[config.mk]
export PLATFORM = sky130hd
export DESIGN_NAME = akb_key_builder
export DESIGN_NICKNAME = d
export VERILOG_FILES = /design/src/akb_pkg.sv /design/src/akb_key_builder.sv
export SDC_FILE = /design/constraint.sdc
export NUM_CORES = 2
export LEC_CHECK = 0
export ABC_AREA = 1
export BUFFER_PORTS_ARGS = -buffer_cell sky130_fd_sc_hd__buf_2
export CAP_MARGIN = 15
export CORE_AREA = 2 2 478 480
export DETAILED_ROUTE_END_ITERATION = 8
export DIE_AREA = 0 0 480 482
export PLACE_DENSITY = 0.47
export SLEW_MARGIN = 30
export SYNTH_ARGS = -nofsm -noshare
export SYNTH_HDL_FRONTEND = slang
export SYNTH_SLANG_ARGS = --single-unit
[constraint.sdc]
create_clock -name mclk_i -period 2.7 [get_ports mclk_i]
set_input_delay 0.54 -clock mclk_i [delete_from_list [all_inputs] [get_ports mclk_i]]
set_output_delay 0.54 -clock mclk_i [all_outputs]
set_load 0.01 [all_outputs]
[src/akb_pkg.sv]
// constants for the acl half key builder
package akb_pkg;
    // ----------------------------------------------------------------
    // key geometry
    // ----------------------------------------------------------------
    localparam int KEY_W = 182;
    localparam int TYPE_POS = 0;
    localparam int TYPE_W = 4;
    localparam int FIRST_POS = 4;
    localparam logic [3:0] TYPE_LLC = 4'h1;
    localparam logic [3:0] TYPE_SNAP = 4'h2;
    localparam logic [3:0] TYPE_ARP = 4'h3;
    localparam logic [3:0] TYPE_IP4 = 4'h4;
    // llc / snap
    localparam int DMAC_POS = 46;
    localparam int SMAC_POS = 94;
    localparam int L2HDR_POS = 142;
    localparam int L2HDR_W = 40;
    // arp
    localparam int ARP_SMAC_POS = 46;
    localparam int HW_ETH_POS = 94;
    localparam int PROTO_IP_POS = 95;
    localparam int LEN_OK_POS = 96;
    localparam int TGT_EQ_POS = 97;
    localparam int SND_EQ_POS = 98;
    localparam int OP_UNK_POS = 99;
    localparam int OPC_POS = 100;
    localparam int ARP_DIP_POS = 102;
    localparam int ARP_SIP_POS = 134;
    localparam int ARP_EQ_POS = 166;
    // ipv4 tcp/udp
    localparam int IP4_POS = 46;
    localparam int FRAG_POS = 47;
    localparam int OFS_POS = 48;
    localparam int OPT_POS = 49;
    localparam int TTL_POS = 50;
    localparam int TOS_POS = 51;
    localparam int DIP_POS = 59;
    localparam int SIP_POS = 91;
    localparam int IPEQ_POS = 123;
    localparam int TCP_POS = 124;
    localparam int DPORT_POS = 125;
    localparam int SPORT_POS = 141;
    localparam int RNG_POS = 157;
    localparam int PEQ_POS = 165;
    localparam int SEQ_POS = 166;
    localparam int FIN_POS = 167;
    localparam int L4_W = 43;
    // ----------------------------------------------------------------
    // protocol values
    // ----------------------------------------------------------------
    localparam logic [15:0] HTYPE_ETH = 16'h0001;
    localparam logic [15:0] PTYPE_IP = 16'h0800;
    localparam logic [7:0] HLEN_ETH = 8'h06;
    localparam logic [7:0] PLEN_IP = 8'h04;
    localparam logic [23:0] SNAP_LLC = 24'haaaa03;
    localparam logic [3:0] IHL_MIN = 4'h5;
    localparam logic [7:0] PROTO_TCP = 8'h06;
    localparam logic [7:0] PROTO_UDP = 8'h11;
    // frame class from the parser
    localparam logic [2:0] CLS_LEN = 3'h1;
    localparam logic [2:0] CLS_ARP = 3'h2;
    localparam logic [2:0] CLS_IPV4 = 3'h3;
    localparam logic [2:0] CLS_IPV6 = 3'h4;
    // ----------------------------------------------------------------
    // registers
    // ----------------------------------------------------------------
    localparam int NUM_RNG = 8;
    localparam logic [7:0] REG_CTRL = 8'h00;
    localparam logic [7:0] REG_STATUS = 8'h04;
    localparam logic [7:0] REG_RNG_BND = 8'h10;
    localparam logic [7:0] REG_RNG_CFG = 8'h30;
    localparam logic CTRL_RST = 1'b1;
    localparam logic [2:0] RNG_SPORT = 3'h0;
    localparam logic [2:0] RNG_DPORT = 3'h1;
    localparam logic [2:0] RNG_EITHER = 3'h2;
    localparam logic [2:0] RNG_VID = 3'h3;
    localparam logic [2:0] RNG_DSCP = 3'h4;
    localparam logic [2:0] RNG_OFF = 3'h7;
    typedef enum logic [1:0] {ST_IDLE, ST_FIRST, ST_SECOND} akb_state_e;
endpackage

[src/akb_key_builder.sv]
// acl half key builder for llc, snap, arp and ipv4 tcp/udp keys
//
// Decided for this implementation: the strobed register port and the address map.
`timescale 1ns/10ps
module akb_key_builder
    import akb_pkg::*;
(
    input wire logic mclk_i,
    input wire logic rstn_i,
    input wire logic frame_valid_i,
    output logic frame_ready_o,
    input wire logic [2:0] frame_class_i,
    input wire logic [47:0] dmac_i,
    input wire logic [47:0] smac_i,
    input wire logic [63:0] l2_payload_i,
    input wire logic [15:0] arp_htype_i,
    input wire logic [15:0] arp_ptype_i,
    input wire logic [7:0] arp_hlen_i,
    input wire logic [7:0] arp_plen_i,
    input wire logic [15:0] arp_oper_i,
    input wire logic [47:0] arp_sha_i,
    input wire logic [47:0] arp_tha_i,
    input wire logic [31:0] arp_spa_i,
    input wire logic [31:0] arp_tpa_i,
    input wire logic [127:0] ip_sip_i,
    input wire logic [127:0] ip_dip_i,
    input wire logic ip_mf_i,
    input wire logic [12:0] ip_frag_ofs_i,
    input wire logic [3:0] ip_ihl_i,
    input wire logic [7:0] ip_ttl_i,
    input wire logic [7:0] ip_tos_i,
    input wire logic [7:0] ip_proto_i,
    input wire logic [15:0] src_port_field_i,
    input wire logic [15:0] dest_port_field_i,
    input wire logic [31:0] tcp_seq_i,
    input wire logic tcp_fin_i,
    input wire logic ptp_i,
    input wire logic [3:0] ptp_msg_type_i,
    input wire logic [11:0] cls_vid_i,
    input wire logic [5:0] cls_dscp_i,
    input wire logic [7:0] addr_i,
    input wire logic [31:0] wdata_i,
    input wire logic wr_i,
    input wire logic rd_i,
    output logic [31:0] rdata_o,
    output logic key_valid_o,
    output logic [KEY_W-1:0] key_o,
    output logic [KEY_W-1:0] key_mask_o
);
    // ----------------------------------------------------------------
    // declarations
    // ----------------------------------------------------------------
    akb_state_e state_reg;
    akb_state_e state_next;
    logic ipv6_standard_key_type_reg;
    logic [15:0] rng_lo_reg [NUM_RNG];
    logic [15:0] rng_hi_reg [NUM_RNG];
    logic [2:0] rng_type_reg [NUM_RNG];
    logic [NUM_RNG-1:0] rng_hit;
    logic [15:0] key_cnt_reg;
    logic [3:0] last_type_reg;
    logic [31:0] rdata_reg;
    logic [KEY_W-1:0] key_reg;
    logic [KEY_W-1:0] mask_reg;
    logic [KEY_W-1:0] kv;
    logic [KEY_W-1:0] km;
    logic [3:0] type_code;
    logic fmt_ok;
    logic accept;
    logic l4_dc;
    logic is_v6;

    function automatic logic in_range(input logic [15:0] v, input logic [15:0] lo,
                                      input logic [15:0] hi);
        return (v >= lo) && (v <= hi);
    endfunction

    function automatic logic rng_match(input logic [2:0] t, input logic [15:0] lo,
                                       input logic [15:0] hi);
        case (t)
            RNG_SPORT: return in_range(src_port_field_i, lo, hi);
            RNG_DPORT: return in_range(dest_port_field_i, lo, hi);
            RNG_EITHER: return in_range(src_port_field_i, lo, hi) || in_range(dest_port_field_i, lo, hi);
            RNG_VID: return in_range({4'h0, cls_vid_i}, lo, hi);
            RNG_DSCP: return in_range({10'h000, cls_dscp_i}, lo, hi);
            default: return 1'b0;
        endcase
    endfunction

    // ----------------------------------------------------------------
    // range checkers
    // ----------------------------------------------------------------
    for (genvar g = 0; g < NUM_RNG; g++) begin : g_rng
        assign rng_hit[g] = rng_match(rng_type_reg[g], rng_lo_reg[g], rng_hi_reg[g]);
    end

    // ----------------------------------------------------------------
    // key build
    // ----------------------------------------------------------------
    assign is_v6 = (frame_class_i == CLS_IPV6);
    assign l4_dc = (ip_frag_ofs_i != 13'h0000) || (ip_ihl_i > IHL_MIN);

    // compose value and care mask of the half key
    always_comb begin
        kv = '0;
        km = '0;
        fmt_ok = 1'b0;
        type_code = 4'h0;
        case (frame_class_i)
            CLS_LEN: begin
                fmt_ok = 1'b1;
                kv[DMAC_POS +: 48] = dmac_i;
                kv[SMAC_POS +: 48] = smac_i;
                km[DMAC_POS +: 136] = '1;
                if (l2_payload_i[63:40] == SNAP_LLC) begin
                    type_code = TYPE_SNAP;
                    kv[L2HDR_POS +: L2HDR_W] = l2_payload_i[39:0];
                end else begin
                    type_code = TYPE_LLC;
                    kv[L2HDR_POS +: L2HDR_W] = l2_payload_i[63:24];
                end
            end
            CLS_ARP: begin
                fmt_ok = 1'b1;
                type_code = TYPE_ARP;
                km[ARP_SMAC_POS +: 121] = '1;
                kv[ARP_SMAC_POS +: 48] = smac_i;
                kv[HW_ETH_POS] = (arp_htype_i == HTYPE_ETH);
                kv[PROTO_IP_POS] = (arp_ptype_i == PTYPE_IP);
                kv[LEN_OK_POS] = (arp_hlen_i == HLEN_ETH) && (arp_plen_i == PLEN_IP);
                kv[TGT_EQ_POS] = (arp_tha_i == smac_i);
                kv[SND_EQ_POS] = (arp_sha_i == smac_i);
                // opcodes 1..4 map to 0..3
                if (arp_oper_i >= 16'h0001 && arp_oper_i <= 16'h0004) begin
                    kv[OPC_POS +: 2] = 2'(arp_oper_i - 16'h0001);
                end else begin
                    kv[OP_UNK_POS] = 1'b1;
                end
                kv[ARP_DIP_POS +: 32] = arp_tpa_i;
                kv[ARP_SIP_POS +: 32] = arp_spa_i;
                kv[ARP_EQ_POS] = (arp_tpa_i == arp_spa_i);
            end
            CLS_IPV4, CLS_IPV6: begin
                if ((ip_proto_i == PROTO_TCP || ip_proto_i == PROTO_UDP)
                        && (!is_v6 || !ipv6_standard_key_type_reg)) begin
                    fmt_ok = 1'b1;
                    type_code = TYPE_IP4;
                    km[IP4_POS +: 79] = '1;
                    kv[IP4_POS] = !is_v6;
                    kv[FRAG_POS] = ip_mf_i || (ip_frag_ofs_i != 13'h0000);
                    kv[OFS_POS] = (ip_frag_ofs_i != 13'h0000);
                    kv[OPT_POS] = !is_v6 && (ip_ihl_i > IHL_MIN);
                    kv[TTL_POS] = (ip_ttl_i != 8'h00);
                    kv[TOS_POS +: 8] = ip_tos_i;
                    if (is_v6) begin
                        kv[DIP_POS +: 32] = ip_sip_i[63:32];
                        kv[SIP_POS +: 32] = ip_sip_i[31:0];
                        kv[IPEQ_POS] = (ip_sip_i == ip_dip_i);
                    end else begin
                        kv[DIP_POS +: 32] = ip_dip_i[31:0];
                        kv[SIP_POS +: 32] = ip_sip_i[31:0];
                        kv[IPEQ_POS] = (ip_sip_i[31:0] == ip_dip_i[31:0]);
                    end
                    kv[TCP_POS] = (ip_proto_i == PROTO_TCP);
                    // layer-4 fields only at fragment offset zero and, for ipv4, without options
                    if (!(l4_dc && !is_v6) && !(is_v6 && ip_frag_ofs_i != 13'h0000)) begin
                        km[DPORT_POS +: L4_W] = '1;
                        kv[DPORT_POS +: 16] = dest_port_field_i;
                        kv[SPORT_POS +: 16] = src_port_field_i;
                        kv[PEQ_POS] = (src_port_field_i == dest_port_field_i);
                        kv[RNG_POS +: NUM_RNG] = rng_hit;
                        if (ip_proto_i == PROTO_UDP && ptp_i) begin
                            kv[SEQ_POS] = ptp_msg_type_i[0];
                            kv[FIN_POS] = ptp_msg_type_i[1];
                        end else if (ip_proto_i == PROTO_TCP) begin
                            kv[SEQ_POS] = (tcp_seq_i == 32'h00000000);
                            kv[FIN_POS] = tcp_fin_i;
                        end
                    end
                end
            end
            default: ;
        endcase
        kv[TYPE_POS +: TYPE_W] = type_code;
        km[TYPE_POS +: TYPE_W] = '1;
        km[FIRST_POS] = 1'b1;
    end

    // ----------------------------------------------------------------
    // lookup sequencing
    // ----------------------------------------------------------------
    assign frame_ready_o = (state_reg != ST_FIRST);
    assign accept = frame_valid_i && frame_ready_o && fmt_ok;
    assign key_valid_o = (state_reg != ST_IDLE);
    assign key_o = key_reg;
    assign key_mask_o = mask_reg;

    // next lookup state
    always_comb begin
        case (state_reg)
            ST_FIRST: state_next = ST_SECOND;
            ST_IDLE, ST_SECOND: state_next = accept ? ST_FIRST : ST_IDLE;
            default: state_next = ST_IDLE;
        endcase
    end

    // state register
    always_ff @(posedge mclk_i or negedge rstn_i) begin
        if (!rstn_i) begin
            state_reg <= ST_IDLE;
        end else begin
            state_reg <= state_next;
        end
    end

    // key load and first-lookup flag
    always_ff @(posedge mclk_i or negedge rstn_i) begin
        if (!rstn_i) begin
            key_reg <= '0;
            mask_reg <= '0;
        end else if (accept) begin
            key_reg <= kv | (KEY_W'(1) << FIRST_POS);
            mask_reg <= km;
        end else if (state_reg == ST_FIRST) begin
            key_reg[FIRST_POS] <= 1'b0;
        end
    end

    // ----------------------------------------------------------------
    // register port
    // ----------------------------------------------------------------
    // configuration writes
    always_ff @(posedge mclk_i or negedge rstn_i) begin
        if (!rstn_i) begin
            ipv6_standard_key_type_reg <= CTRL_RST;
            for (int i = 0; i < NUM_RNG; i++) begin
                rng_lo_reg[i] <= 16'h0000;
                rng_hi_reg[i] <= 16'h0000;
                rng_type_reg[i] <= RNG_OFF;
            end
        end else if (wr_i) begin
            if (addr_i == REG_CTRL) begin
                ipv6_standard_key_type_reg <= wdata_i[0];
            end
            for (int i = 0; i < NUM_RNG; i++) begin
                if (addr_i == REG_RNG_BND + 8'(i * 4)) begin
                    rng_lo_reg[i] <= wdata_i[15:0];
                    rng_hi_reg[i] <= wdata_i[31:16];
                end
                if (addr_i == REG_RNG_CFG + 8'(i * 4)) begin
                    rng_type_reg[i] <= wdata_i[2:0];
                end
            end
        end
    end

    // key statistics
    always_ff @(posedge mclk_i or negedge rstn_i) begin
        if (!rstn_i) begin
            key_cnt_reg <= 16'h0000;
            last_type_reg <= 4'h0;
        end else if (accept) begin
            key_cnt_reg <= key_cnt_reg + 16'h0001;
            last_type_reg <= type_code;
        end
    end

    // read data, valid only in the cycle after the strobe
    always_ff @(posedge mclk_i or negedge rstn_i) begin
        if (!rstn_i) begin
            rdata_reg <= 32'h00000000;
        end else begin
            rdata_reg <= 32'h00000000;
            if (rd_i) begin
                if (addr_i == REG_CTRL) begin
                    rdata_reg <= {31'h00000000, ipv6_standard_key_type_reg};
                end else if (addr_i == REG_STATUS) begin
                    rdata_reg <= {key_cnt_reg, 4'h0, last_type_reg, 6'h00, state_reg};
                end
                for (int i = 0; i < NUM_RNG; i++) begin
                    if (addr_i == REG_RNG_BND + 8'(i * 4)) begin
                        rdata_reg <= {rng_hi_reg[i], rng_lo_reg[i]};
                    end
                    if (addr_i == REG_RNG_CFG + 8'(i * 4)) begin
                        rdata_reg <= {29'h00000000, rng_type_reg[i]};
                    end
                end
            end
        end
    end
    assign rdata_o = rdata_reg;
endmodule // akb_key_builder

== Yosys cells after proc, flatten, opt, wreduce, memory -nomap -nowiden ==
Cells that the tools add are included.

* $add $sub $neg: 2
* Magnitude comparators: 67
* Equality and inequality tests: 69
* Multiplexer cells: 52
* Reductions and logical operators: 93

{| class="wikitable"
|+ Operators by type and width
! operator !! count
|-
| 32-bit 2-to-1 mux || 19
|-
| 121-bit case mux with 3 select lines || 1
|-
| 16-bit >= comparator || 16
|-
| 16-bit less-or-equal comparator || 16
|-
| 122-bit 2-to-1 mux || 2
|-
| 121-bit case mux with 2 select lines || 1
|-
| 128-bit equality test || 1
|-
| 12-bit by 16-bit >= comparator with 1-bit output || 8
|-
| 6-bit by 16-bit >= comparator with 1-bit output || 8
|-
| 12-bit by 16-bit less-or-equal comparator with 1-bit output || 8
|-
| 6-bit by 16-bit less-or-equal comparator with 1-bit output || 8
|-
| 48-bit equality test || 2
|-
| 43-bit 2-to-1 mux || 2
|-
| 65-bit 2-to-1 mux || 1
|-
| 32-bit equality test || 2
|-
| 8-bit by 6-bit equality test with 1-bit output, second input constant || 8
|-
| 3-bit by 2-bit equality test with 1-bit output, second input constant || 18
|-
| 1-bit logical AND || 42
|-
| 8-bit by 5-bit equality test with 1-bit output, second input constant || 5
|-
| 40-bit 2-to-1 mux || 1
|-
| 1-bit case mux with 5 select lines || 8
|-
| 2-bit AND reduction || 17
|-
| 8-bit by 3-bit equality test with 1-bit output, second input constant || 4
|-
| 8-bit by 7-bit equality test with 1-bit output, second input constant || 4
|-
| other kinds (31) || 81
|}

* Bits in registers: 617
* Input bits: 818

== Logic depth before layout (Yosys ltp) ==
* Depth after elaboration: 20
* Gate-level depth with buffers: 19

== Worst setup path before layout ==
Ideal clock, no wire load.

* Path kind: reg2out
* Start point: reg key_mask_o[124] (netlist name)
* End point: out key_mask_o[100]
* Data arrival time: 1831 ps
* Data required time: 2160 ps
* Path slack: 329 ps
* Stages on the path, launching flop included: 2
* Buffers on the path: 1
* Cells stage by stage: dfrtp_1 buf_4

{| class="wikitable"
|+ RTL lines
! element !! RTL line !! source
|-
| end: declaration || akb_key_builder.sv:48 || <nowiki>output logic [KEY_W-1:0] key_mask_o</nowiki>
|}

== Worst setup path in the final report ==
* Start point: in addr_i[0]
* End point: reg rdata_reg[30] (netlist: rdata_o[30])

* Cells in the longest elaborated chain, start to end: 20
* Elaborated cells on any way between the ends: 37
* Those cells by class: 17 x eq/ne; 19 x mux; 1 x reduce/logical

{| class="wikitable"
|+ RTL lines
! element !! RTL line !! source
|-
| start: declaration || akb_key_builder.sv:41 || <nowiki>input wire logic [7:0] addr_i,</nowiki>
|-
| 8-bit by 3-bit equality test with 1-bit output || akb_key_builder.sv:277 || <nowiki>end else if (addr_i == REG_STATUS) begin</nowiki>
|-
| 32-bit 2-to-1 mux || akb_key_builder.sv:277 ||
|-
| 32-bit 2-to-1 mux || akb_key_builder.sv:275 || <nowiki>if (addr_i == REG_CTRL) begin</nowiki>
|-
| 32-bit 2-to-1 mux || akb_key_builder.sv:281 || <nowiki>if (addr_i == REG_RNG_BND + 8'(i * 4)) begin</nowiki>
|-
| 32-bit 2-to-1 mux || akb_key_builder.sv:284 || <nowiki>if (addr_i == REG_RNG_CFG + 8'(i * 4)) begin</nowiki>
|-
| 32-bit 2-to-1 mux || akb_key_builder.sv:281 ||
|-
| 32-bit 2-to-1 mux || akb_key_builder.sv:284 ||
|-
| 32-bit 2-to-1 mux || akb_key_builder.sv:281 ||
|-
| [4 not listed] || -- ||
|-
| 32-bit 2-to-1 mux || akb_key_builder.sv:284 ||
|-
| 32-bit 2-to-1 mux || akb_key_builder.sv:281 ||
|-
| 32-bit 2-to-1 mux || akb_key_builder.sv:284 ||
|-
| 32-bit 2-to-1 mux || akb_key_builder.sv:281 ||
|-
| 32-bit 2-to-1 mux || akb_key_builder.sv:284 ||
|-
| 32-bit 2-to-1 mux || akb_key_builder.sv:281 ||
|-
| 32-bit 2-to-1 mux * || akb_key_builder.sv:284 ||
|-
| 32-bit 2-to-1 mux * || akb_key_builder.sv:274 || <nowiki>if (rd_i) begin</nowiki>
|-
| end signal: assignment || akb_key_builder.sv:276 || <nowiki>rdata_reg <= {31'h00000000, ipv6_standard_key_type_reg};</nowiki>
|-
| end signal: assignment || akb_key_builder.sv:282 || <nowiki>rdata_reg <= {rng_hi_reg[i], rng_lo_reg[i]};</nowiki>
|-
| end signal: assignment || akb_key_builder.sv:285 || <nowiki>rdata_reg <= {29'h00000000, rng_type_reg[i]};</nowiki>
|-
| end: declaration || akb_key_builder.sv:62 || <nowiki>logic [31:0] rdata_reg;</nowiki>
|}

Every way passes the cells marked *; elsewhere a longest branch is shown, timed or not.
A chain may end at the register's enable or synchronous reset.

==> impl_metrics.ini <==
[run_status]
status = finished clean

[hold_path]
hold-path-cell-count = 3
hp-start = rd_i
min_to = rdata_o[0]$_DFF_PN0_
hold_path_class = input pin to register

[setup_path]
critPathMaxStageDelay_ns = 0.45
crit_buf_inv = 6
cp.required_ns = 3.27
cp-end-kind = register
critPathArrivalTime_ns = 3.19
cp_slowest_cell = nor2_1
r2r_cells = 17
rrSetupSlack_ns = 0.14
r2r_end = key_o[164]$_DFFE_PN0P_
reg2reg_from = rng_hi_reg[15]$_DFFE_PN0P_
worst_path_dominant_cell_family = buffers and inverters
crit_type = input pin to register
crit_fanout = 16
critPathLaunchType = input pin
cp_cell_sequence = buf_2 > nor2_1 > buf_4 > nand2_1 > inv_1 > nand2_1 > buf_12 > o22ai_1 > a21oi_1 > buf_4 > o21ai_0 > a21oi_1 > buf_4 > o2111ai_1 > a21oi_1 > nor2_1

[floorplanning]
die_h_um = 482
row_count = 175
io_pins = 1216
die_w_um = 480
core_area_um2 = 226000
initial_core_util_pct = 20.5
die_area_um2 = 231000

[synth]
yosys_warnings = 0
synth-simple-area-share_pct = 21.4
syn_area_um2 = 46300
synth_compound_area_share_pct = 16.5
synth_edf_count = 0
synth_xor_area_share_pct = 4.42
synthArstFlopShare_pct = 100
ys_seq_area_share_pct = 25.8
synth_flop_cell = dfrtp_1
syn_avg_cell_area_um2 = 7.43
synth_top_family_by_area = adder cells
ys_ff_latch = 476
synthAdderAreaFrac_pct = 21.7
synthMuxAreaShare_pct = 0.151
syn_inst = 6235
synth_cell_type_count = 59

[clock_tree]
clockRootBuffer = clkbuf_16
htree_levels = 3
post_cts_buffers = 0
clock_path_buffers = 3
clk_pin_slew_ns = 0.05
clk_latency_ns = 0.68
cts_tree = built
cts_num_sinks = 476
numCtsBuffers = 69

[finish]
final_cells = 11000
finalNetCount = 9434
layout_common_cells = nand2_1 (1,494), buf_2 (1,128), ha_1 (803)
drive_above_1_share_pct = 25.7
largest_reg_flops = 138
area_delta_synth_final_pct = 36.8
layout_commonest_cell = nand2_1

[route]
drtAntennaViolNets = 0
drt-total-wl_um = 358000
drc = 0
vias = 53800
drt-initial-drc-count = 5135
drt-wirelength-per-cell_um = 32.5
firstDrtPassIters = 8
viasPerCell = 4.88

[sta]
max_freq_mhz = 383
fin_crit_sh_pct = 96.8
hold_violations = 0
final-setup-viol-count = 0
slew_viol_final = 0
worst_pin_slew_ns = 1.03
timing.slew.headroom_pct = 30.4
rsz0062_at_grt = false
min_period_ns = 2.61
worst_clock_skew_ns = 0.0382

[pwr]
power_density_nw_per_um2 = 427
leakage_nw = 30.7
pwr-share-comb_pct = 33.3
power_frac_clock_pct = 36.5
ir_worst_vdd_uv = 421
fin_total_pwr_mw = 27.1
pwr-share-seq_pct = 30.2
p_switching_mw = 10.3
p_int_mw = 16.8
p_sw_share_pct = 38.1

[global_route]
grt_first_pass_wirelength_um = 463000
grtUsageTotal_pct = 29.7
antenna_found_initial = 127
overflow = 0
grt_pass1_vias = 51300
grt_max_degree = 81

[placement]
hpwl_um = 314000
place_congestion = 1.00
numPortBuffers = 1129
numPlacedInstances = 10700

[flow_run]
drv_cap = 0
-- logic make-up after synthesis --
group / Yosys count
other cells: 1
compound gates: 1353
simple gates: 2351
mux: 7
xor+xnor: 234
fa+ha+maj: 804
flops: 476
buf+inv: 1009
-- cells in the mapped netlist, types with 3 or more instances --
master	count	share of area, %
a22oi_1	22	0.36
buf_1	7	0.057
a211oi_1	7	0.11
a221oi_1	26	0.49
a21o_1	27	0.44
inv_1	625	5.1
xor2_1	98	1.9
o21ai_0	551	6.0
nor2_2	5	0.067
dfrtp_1	451	24
xnor2_1	136	2.6
buf_4	220	3.6
nor2_1	320	2.6
nand2_1	1496	12
a21oi_1	477	5.2
o21bai_1	12	0.19
o21a_1	9	0.15
a22o_1	13	0.25
clkbuf_1	125	1.0
o21ai_1	4	0.043
nand3b_1	15	0.24
or2_2	29	0.39
a21boi_0	12	0.19
o221ai_1	18	0.34
o211ai_1	37	0.60
nand2_2	3	0.040
o22ai_1	34	0.46
o2111ai_1	34	0.64
a31oi_1	34	0.46
mux2i_1	7	0.15
a31o_2	5	0.094
buf_2	24	0.26
o311ai_0	19	0.36
nor3_1	84	0.91
ha_1	804	22
nor3b_1	6	0.097
dfstp_2	25	1.4
nor4_1	69	0.93
nand4_1	145	2.0
inv_2	4	0.032
nand3_1	169	1.8
-- per-layer routing --
layer / part of all wire [%] / wire length (µm) / vias to the layer above / global-route usage (%)
li1: - / - / 24400 / -
met1: 41 / 147000 / 26500 / 37.2
met2: 46 / 164000 / 2393 / 48.7
met3: 6.6 / 23700 / 542 / 4.69
met4: 6.6 / 23600 / 14 / 16.4
met5: 0.030 / 107 / - / 0
-- per-stage QoR --
| step | setup WS, ns | TNS (ns) | area (µm²) | hold slack (ns) | utilization (%) |
|---|---|---|---|---|---|
| 2_1_floorplan | 0.329 | 0 | 46700 | 0.244 | - |
| 3_3_place_gp | -0.836 | -112.46 | 60600 | 0.456 | 26.8 |
| 3_5_place_dp | -0.863 | -115.27 | 60600 | 0.460 | 26.8 |
| 4_1_cts | 0.0166 | 0 | 63000 | 0.140 | 27.8 |
| 5_1_grt | 0.00233 | 0 | 63300 | 0.188 | 27.9 |
| 6_report | 0.0870 | 0 | 63400 | 0.190 | 28.0 |
-- worst max path at each step --
stage | slack, ns | startpoint | cells past startpoint | end
after global routing | 0.002 | rng_hi_reg[27]$_DFFE_PN0P_ | 17 | key_o[163]$_DFFE_PN0P_
after detailed placement | -0.86 | src_port_field_i[13] | 16 | key_o[164]$_DFFE_PN0P_
after CTS | 0.02 | rng_hi_reg[7]$_DFFE_PN0P_ | 16 | key_o[164]$_DFFE_PN0P_
after global placement | -0.84 | src_port_field_i[13] | 16 | key_o[164]$_DFFE_PN0P_
after floorplan | 0.33 | key_mask_o[124]$_DFFE_PN0P_ | 1 | key_mask_o[100]
final | 0.09 | addr_i[0] | 16 | rdata_o[30]$_DFF_PN0_
-- area by class of cell --
cell class / instances / area (µm²)
clock buffers: 93 / 1960
flip-flops and latches: 476 / 11900
repair buffers: 1800 / 12400
clock inverters: 30 / 410
fillers: 25100 / 163000
diodes: 147 / 368
well taps: 3009 / 3760
multi-input cells: 4832 / 30200
inverters: 633 / 2390
-- worst register-to-register path, delay by kind of cell (launching register included) --
kind            cells  cell delay [ns]
fa+ha+maj           1             0.30
buf+inv             4             0.52
flops               1             0.37
compound gates      2             0.42
simple gates       10             0.86
-- power by group through the flow --
stage,Clock (mW),Combinational [mW],Sequential [mW]
after global placement,0,8.83,8.28
after global routing,10.4,9.76,8.23
after floorplan,0,3.76,8.22
final,9.88,9.03,8.18
after detailed placement,0,8.95,8.29
after CTS,10.1,8.99,8.18
-- repair_timing --
| action | 4_1_cts | 5_1_grt |
|---|---|---|
| endpoints found under the hold margin | 40 | 0 |
| hold buffers | 1 | 0 |
| pin swaps | 0 | 2 |
| endpoints found under the setup margin | 4 | 3 |
| gates resized for setup | 4 | 19 |
Power figures use the tool's default switching activity.
